**src/mcu_ctrl_pkg.sv**
```systemverilog
// package: register map, fields, reset values and timing of the mcu control block
package mcu_ctrl_pkg;

  // ****************************************
  // register map
  // ****************************************
  localparam logic [7:0] MCU_CONTROL_OFS = 8'h35; // index, byte address is four times
  localparam logic [7:0] IRQ_CONTROL_OFS = 8'h36; // mask bits and global enable
  localparam logic [7:0] CORE_STATUS_OFS = 8'h37; // sleep state and pin requests
  localparam logic [7:0] MCU_CONTROL_RST = 8'h00;
  localparam logic [7:0] IRQ_CONTROL_RST = 8'h00;

  // ****************************************
  // fields of mcu_control
  // ****************************************
  localparam int EXT_MEM_ENABLE_BIT = 7;
  localparam int EXT_MEM_WAIT_STATE_BIT = 6;
  localparam int SLEEP_ALLOW_BIT = 5;
  localparam int SLEEP_SELECT_BIT = 4;
  localparam int EXT_IRQ1_PIN_SENSE_LSB = 2;
  localparam int EXT_IRQ0_PIN_SENSE_LSB = 0;

  // ****************************************
  // fields of irq_control (general_irq_mask bits and global enable)
  // ****************************************
  localparam int IRQ0_MASK_BIT = 0;
  localparam int IRQ1_MASK_BIT = 1;
  localparam int GLOBAL_IRQ_BIT = 7;

  // ****************************************
  // sense encodings and timing
  // ****************************************
  localparam logic [1:0] SENSE_LOW = 2'h0;
  localparam logic [1:0] SENSE_RSVD = 2'h1;
  localparam logic [1:0] SENSE_FALL = 2'h2;
  localparam logic [1:0] SENSE_RISE = 2'h3;
  localparam int MEM_BASE_CYCLES = 3;
  localparam int MEM_WAIT_CYCLES = 1;
  localparam int CLK_MHZ = 125;
  localparam int RESET_TIMEOUT_US = 16; // start-up delay after power-down wake
  localparam int RESET_TIMEOUT_CYC = RESET_TIMEOUT_US * CLK_MHZ;

  typedef enum logic [1:0] {
    ST_RUN = 2'b00,
    ST_IDLE = 2'b01,
    ST_PDOWN = 2'b10,
    ST_START = 2'b11
  } sleep_state_t;

endpackage : mcu_ctrl_pkg

```
**src/ext_irq_sense.sv**
```systemverilog
// one external interrupt pin: sampling, sense decode and request
module ext_irq_sense
  import mcu_ctrl_pkg::*;
(
  input wire logic clk,
  input wire logic nrst,
  input wire logic pin,
  input wire logic [1:0] sense,
  output logic req,
  output logic level_low
);

  typedef struct packed {
    logic s1;
    logic s2;
    logic prev;
    logic req;
  } sense_st_t;

  sense_st_t st_q;
  sense_st_t st_d;

  // two-stage sample, edge from stage two only, request per sense code
  always_comb begin
    st_d = st_q;
    st_d.s1 = pin;
    st_d.s2 = st_q.s1;
    st_d.prev = st_q.s2;
    case (sense)
      SENSE_LOW: st_d.req = ~st_q.s2; // not latched, follows pin
      SENSE_FALL: st_d.req = st_q.prev & ~st_q.s2;
      SENSE_RISE: st_d.req = ~st_q.prev & st_q.s2;
      default: st_d.req = 1'b0; // reserved code
    endcase
  end

  always_ff @(posedge clk or negedge nrst) begin
    if (!nrst) begin
      st_q <= '{s1: 1'b1, s2: 1'b1, prev: 1'b1, req: 1'b0};
    end else begin
      st_q <= st_d;
    end
  end

  assign req = st_q.req;
  assign level_low = ~st_q.s2;

endmodule : ext_irq_sense

```
**src/mcu_control_sleep.sv**
```systemverilog
// mcu control register, sleep control and external interrupt requests
module mcu_control_sleep
  import mcu_ctrl_pkg::*;
#(
  parameter int RESET_TIMEOUT = RESET_TIMEOUT_CYC
) (
  input wire logic clk,
  input wire logic nrst,
  input wire logic [7:0] address,
  input wire logic read,
  input wire logic write,
  input wire logic [31:0] writedata,
  input wire logic [3:0] byteenable,
  output logic [31:0] readdata,
  output logic waitrequest,
  output logic [1:0] response,
  input wire logic sleep_instr,
  input wire logic watchdog_reset,
  input wire logic timer_irq,
  input wire logic ext_irq0_pin,
  input wire logic ext_irq1_pin,
  output logic ext_mem_enable,
  output logic ext_mem_wait_state,
  output logic [2:0] mem_access_cycles,
  output logic [1:0] ext_irq_req,
  output logic cpu_halt,
  output logic osc_stop,
  output logic wake_reset,
  output logic [1:0] sleep_state
);

  import mcu_ctrl_pkg::*;

  // ****************************************
  // state
  // ****************************************
  typedef struct packed {
    logic [7:0] mcu_control;
    logic [7:0] irq_control;
    logic [31:0] rdata;
    logic ack;
    logic [1:0] resp;
    sleep_state_t sst;
    logic [31:0] start_cnt;
    logic [1:0] irq_req;
    logic wake_rst;
    logic [2:0] cycles;
  } top_st_t;

  top_st_t st_q;
  top_st_t st_d;
  logic [1:0] pin_req;
  logic [1:0] pin_low;
  logic [1:0] irq_en;
  logic bus_req;
  logic [7:0] word_idx;

  // word index of a byte address
  function automatic logic [7:0] word_of(input logic [7:0] a);
    word_of = {2'h0, a[7:2]};
  endfunction : word_of

  // access length for a given wait state setting
  function automatic logic [2:0] access_len(input logic ws);
    access_len = ws ? 3'(MEM_BASE_CYCLES + MEM_WAIT_CYCLES) : 3'(MEM_BASE_CYCLES);
  endfunction : access_len

  // ****************************************
  // pin sense units
  // ****************************************
  // pins are read whatever their direction, so output pins trigger too
  ext_irq_sense u_irq0 (
    .clk(clk),
    .nrst(nrst),
    .pin(ext_irq0_pin),
    .sense(st_q.mcu_control[EXT_IRQ0_PIN_SENSE_LSB +: 2]),
    .req(pin_req[0]),
    .level_low(pin_low[0])
  );

  ext_irq_sense u_irq1 (
    .clk(clk),
    .nrst(nrst),
    .pin(ext_irq1_pin),
    .sense(st_q.mcu_control[EXT_IRQ1_PIN_SENSE_LSB +: 2]),
    .req(pin_req[1]),
    .level_low(pin_low[1])
  );

  // mask and global enable gating
  assign irq_en[0] = st_q.irq_control[GLOBAL_IRQ_BIT] & st_q.irq_control[IRQ0_MASK_BIT];
  assign irq_en[1] = st_q.irq_control[GLOBAL_IRQ_BIT] & st_q.irq_control[IRQ1_MASK_BIT];
  assign bus_req = (read | write) & ~st_q.ack;
  assign word_idx = word_of(address);

  // ****************************************
  // next state
  // ****************************************
  always_comb begin
    logic level_wake;
    logic any_irq;
    level_wake = 1'b0;
    any_irq = 1'b0;
    st_d = st_q;
    st_d.ack = 1'b0;
    st_d.wake_rst = 1'b0;
    st_d.irq_req = pin_req & irq_en;
    level_wake = |(irq_en & pin_low &
      {st_q.mcu_control[EXT_IRQ1_PIN_SENSE_LSB +: 2] == SENSE_LOW,
       st_q.mcu_control[EXT_IRQ0_PIN_SENSE_LSB +: 2] == SENSE_LOW});
    any_irq = (|(pin_req & irq_en)) | timer_irq;
    st_d.cycles = access_len(st_q.mcu_control[EXT_MEM_WAIT_STATE_BIT]);
    // register bus: one wait cycle, answer on the second
    if (bus_req) begin
      st_d.ack = 1'b1;
      st_d.resp = 2'h0;
      st_d.rdata = 32'h0;
      if (word_idx == MCU_CONTROL_OFS) begin
        if (write && byteenable[0]) begin
          st_d.mcu_control = writedata[7:0];
        end
        st_d.rdata = {24'h0, st_q.mcu_control};
      end else if (word_idx == IRQ_CONTROL_OFS) begin
        if (write && byteenable[0]) begin
          st_d.irq_control = writedata[7:0] & 8'h83;
        end
        st_d.rdata = {24'h0, st_q.irq_control};
      end else if (word_idx == CORE_STATUS_OFS) begin
        st_d.rdata = {24'h0, pin_low, st_q.irq_req, 2'h0, st_q.sst};
      end else begin
        st_d.resp = 2'h2; // unmapped: slave error
      end
    end
    // sleep control
    case (st_q.sst)
      ST_RUN: begin
        if (sleep_instr && st_q.mcu_control[SLEEP_ALLOW_BIT]) begin
          st_d.sst = st_q.mcu_control[SLEEP_SELECT_BIT] ? ST_PDOWN : ST_IDLE;
        end
      end
      ST_IDLE: begin
        if (watchdog_reset) begin
          st_d.sst = ST_RUN;
          st_d.wake_rst = 1'b1;
        end else if (any_irq) begin
          st_d.sst = ST_RUN;
        end
      end
      ST_PDOWN: begin
        if (watchdog_reset) begin
          st_d.sst = ST_RUN;
          st_d.wake_rst = 1'b1;
        end else if (level_wake) begin
          st_d.sst = ST_START;
          st_d.start_cnt = 32'h0;
        end
      end
      ST_START: begin
        // oscillator start-up; the level must outlast the timeout
        if (watchdog_reset) begin
          st_d.sst = ST_RUN;
          st_d.wake_rst = 1'b1;
        end else if (!level_wake) begin
          st_d.sst = ST_PDOWN;
        end else if (st_q.start_cnt >= 32'(RESET_TIMEOUT - 1)) begin
          st_d.sst = ST_RUN;
        end else begin
          st_d.start_cnt = st_q.start_cnt + 32'h1;
        end
      end
      default: st_d.sst = ST_RUN;
    endcase
  end

  // ****************************************
  // registers; external reset also ends any sleep
  // ****************************************
  always_ff @(posedge clk or negedge nrst) begin
    if (!nrst) begin
      st_q <= '{mcu_control: MCU_CONTROL_RST, irq_control: IRQ_CONTROL_RST, rdata: 32'h0,
                ack: 1'b0, resp: 2'h0, sst: ST_RUN, start_cnt: 32'h0, irq_req: 2'h0,
                wake_rst: 1'b0, cycles: 3'(MEM_BASE_CYCLES)};
    end else begin
      st_q <= st_d;
    end
  end

  // ****************************************
  // outputs
  // ****************************************
  assign readdata = st_q.rdata;
  assign waitrequest = ~st_q.ack;
  assign response = st_q.resp;
  assign ext_mem_enable = st_q.mcu_control[EXT_MEM_ENABLE_BIT];
  assign ext_mem_wait_state = st_q.mcu_control[EXT_MEM_WAIT_STATE_BIT];
  assign mem_access_cycles = st_q.cycles;
  assign ext_irq_req = st_q.irq_req;
  assign cpu_halt = (st_q.sst != ST_RUN);
  assign osc_stop = (st_q.sst == ST_PDOWN);
  assign wake_reset = st_q.wake_rst;
  assign sleep_state = st_q.sst;
endmodule : mcu_control_sleep

```
**config.mk**
```make
export PLATFORM = sky130hd
export DESIGN_NAME = mcu_control_sleep
export DESIGN_NICKNAME = d
export VERILOG_FILES = /design/src/mcu_ctrl_pkg.sv /design/src/ext_irq_sense.sv /design/src/mcu_control_sleep.sv
export SDC_FILE = /design/constraint.sdc
export NUM_CORES = 1
export LEC_CHECK = 0
export BUFFER_PORTS_ARGS = -buffer_cell sky130_fd_sc_hd__buf_2
export CAP_MARGIN = 15
export CORE_ASPECT_RATIO = 1.25
export CORE_UTILIZATION = 37
export DETAILED_ROUTE_END_ITERATION = 8
export HOLD_SLACK_MARGIN = 0.08
export PLACE_DENSITY = 0.63
export REMOVE_ABC_BUFFERS = 1
export SLEW_MARGIN = 30
export SYNTH_ARGS = -nofsm -noshare
export SYNTH_HDL_FRONTEND = slang
export SYNTH_SLANG_ARGS = --single-unit
```
**constraint.sdc**
```tcl
create_clock -name clk -period 2.7 [get_ports clk]
set_input_delay 0 -clock clk [delete_from_list [all_inputs] [get_ports clk]]
set_output_delay 0 -clock clk [all_outputs]
set_load 0.03 [all_outputs]
```
==> results.yml <==
global_routing:
  grt_overflow: 0
  grt_pass1_wl_um: 10500
  grt_start_max_net_pins: 29
  grt_pass1_vias: 2172
  grt.total_usage_pct: 15.0
  antenna_found_initial: 0
floorplan:
  num_io_pins: 100
  die_h_um: 106
  core_sq_mm: 0.00833
  num_rows: 37
  die_w_um: 85.4
  die_area_sq_mm: 0.00906
  initial_utilization_pct: 38.6
synth:
  yosysSeqAreaShare_pct: 53.2
  yosys_warnings: 0
  ys_ff_latch: 68
  synthTopCellsByArea: "dfrtp_1, buf_4, dfstp_2"
  synth_edf_count: 0
  ys.flop_type: "dfrtp_1"
  syn_area_sq_mm: 0.00321
  yosysTopAreaCell: "dfrtp_1"
  avgSynthCellArea_sq_um: 11.2
  syn-instance-count: 288
  ys_async_sr_fraction_pct: 100
  ys_types: 51
  synth_top_area_share_pct: 47.5
power:
  power.density_mw_per_mm2: 631
  p_leak_nw: 1.90
  vdd_ir_drop_max_mv: 0.224
clock_tree:
  cts_root_buffer: "clkbuf_8"
  cts-buffers-inserted: 9
  cts.clk_slew.worst_paths_ns: 0.08
  cts_tree: "yes"
  postCtsResizedCells: 0
  clock_sinks: 68
  htreeDepth: 3
  cts_setup_buffers: 0
  insertion_delay_ns: 0.35
  cts_buffer_depth: 2
sta:
  fin_skew_ns: 0.0108
  setup-violations-final: 0
  drv_slew: 0
  holdWs_ns: 0.0961
  period_minus_slack_ns: 2.50
  period_share_pct: 92.8
  hold_viol_final: 0
  rsz0062_at_grt: "false"
  fmax_mhz: 399
  finalWorstSetupSlack_ns: 0.195
  fin_setup_tns_ns: 0
status:
  status: "completed"
drt:
  dr.max_layer_used: "met4"
  drc: 0
  dr_wl_met2_um: 2950
  ant_nets: 0
  wirelength_um: 6150
  via_count: 2207
  detail_route.first_pass.iterations: 4
  m1WireLength_um: 2760
  drtIter0Drc: 123
  viasPerCell: 4.96
  wire_per_inst_um: 13.8
  wl_met3_um: 287
worst_setup_path:
  path_cells: "ha_1, and3_1, o311ai_0, buf_4, and4_4, a21boi_4, nor4_4, mux2_1"
  crit_path_end_kind: "flop"
  path_max_fanout: 6
  rrSetupSlack_ns: 0.20
  arrival_ns: 2.74
  max_stage_delay_ns: 0.43
  crit_slowest_cell: "dfrtp_1"
  required_ns: 2.93
  critPathKind: "reg2reg"
  worst_setup_path_start_kind: "flop"
placement:
  place_ws_ns: 0.175
  dp_hpwl_um: 4180
  gp_congestion: 0.779
  numPortBuffers: 45
run:
  drv_cap: 0
finish:
  fillCellCount: 787
  drive_above_1_share_pct: 29.0
  syn_to_final_growth_pct: 16.1
  layout.nets: 397
  antennaDiodeCount: 0
min_path:
  holdCritPathClass: "in2reg"
## Yosys cell counts, types with 3 or more instances
cell and number:
or2_2 3, nor2b_1 26, nand3_1 7, and3_1 8
and2_1 3, a22o_1 5, dfrtp_1 61, mux2_2 14
clkbuf_1 5, nand4_1 3, nor3_1 3, buf_4 41
nor2_1 19, nand2_1 15, a222oi_1 5, o21ai_0 15
dfstp_2 7, inv_1 7
## worst max-delay path, delay by kind of cell, from the launching register on
| kind | cells | cell delay, ns |
|---|---|---|
| buffers and inverters | 1 | 0.19 |
| and+or+nand+nor | 3 | 0.72 |
| adders and majority gates | 1 | 0.25 |
| muxes | 1 | 0.34 |
| DFF | 1 | 0.43 |
| AOI/OAI and AO/OA | 2 | 0.46 |
## power breakdown
group	switching (mW)	internal (mW)	total (mW)
Combinational	0.280	0.143	0.423
Sequential	0.0332	1.06	1.10
Clock	0.404	0.431	0.834
Total	0.717	1.64	2.35
## cell usage in the layout (no fill, tap or decap), drive strengths merged, types with 2 or more instances in the layout
cell type    instances
o21ai               16
dfstp                7
clkbuf               9
a41oi                2
a22o                 5
nor4                 4
nand2               15
conb                25
and4b                2
buf                 51
nand3                7
nand2b               2
clkinv               5
dlygate4sd3         17
a222oi               5
or2                  3
and3                 9
nor2b               26
o2bb2ai              2
and2                 3
nor3                 3
dfrtp               61
inv                  8
and4                 2
nand4                3
a22oi                2
mux2                15
nor2                19
a21oi                2
## metrics by stage
stage	cells	power (mW)	util (%)	area, sq um
4_1_cts	445	2.38	44.8	3730
6_report	445	2.35	44.8	3730
3_5_place_dp	412	1.52	40.3	3360
5_1_grt	445	2.48	44.8	3730
2_1_floorplan	264	1.38	-	2970
3_3_place_gp	412	1.52	40.3	3360
## sequential cells by signal (all words and copies together), names as in the netlist
| name | flops |
|---|---|
| readdata | 8 |
| u_irq1.st_q | 1 |
| u_irq0.st_d | 2 |
| ext_mem_enable | 1 |
| u_irq0.req | 1 |
| mem_access_cycles | 2 |
| u_irq1.req | 1 |
| sleep_state | 2 |
| response | 1 |
| st_q | 42 |
| ext_irq_req | 2 |
| ext_mem_wait_state | 1 |
| u_irq0.st_q | 1 |
| u_irq1.st_d | 2 |
| wake_reset | 1 |
## metal layers
layer  up-vias  GRT usage [%]
li1       1058              -
met2        66           24.3
met3        13           3.42
met1      1070           18.6
met4         0           7.86
met5         -              0
## path summary, 6_finish.rpt
kind / depth (start not counted) / startpoint / to
setup / recovery: 8 / st_q[6]$_DFFE_PN0P_ / st_q[13]$_DFFE_PN0P_
hold / removal: 4 / write / st_q[42]$_DFF_PN0_
setup reg to reg: 8 / st_q[6]$_DFFE_PN0P_ / st_q[13]$_DFFE_PN0P_
hold reg to reg: 0 / u_irq0.st_d[2]$_DFF_PN1_ / u_irq0.st_d[1]$_DFF_PN1_
max in group asynchronous: 3 / nrst / u_irq0.st_q[1]$_DFF_PN1_
min in group asynchronous: 2 / nrst / st_q[42]$_DFF_PN0_
## repair_timing
action | CTS | global route
setup endpoints to repair | 0 | 0
hold buffers | 17 | 0
hold endpoints to repair | 81 | 0
## final cells by class
type,count,area [sq um],share of cell area [%]
timing repair buffer,68,440,11.8
sequential,68,1710,45.9
tap,97,121,3.25
multi-input combinational,189,1230,33.0
inverter,7,26.3,0.704
clock inverter,7,75.1,2.01
clock buffer,9,124,3.32
## logic make-up (layout without fill, tap and decap cells)
| logic type | Yosys count | after routing | share of synthesized area [%] |
|---|---|---|---|
| simple gates | 103 | 103 | 18.9 |
| flops | 68 | 68 | 53.2 |
| buf+inv | 55 | 91 | 11.3 |
| compound gates | 44 | 44 | 10.5 |
| mux | 16 | 16 | 5.57 |
| fa+ha+maj | 1 | 1 | 0.389 |
| other cells | 1 | 25 | 0.117 |
Note: power is estimated with default switching activity, not from simulation.
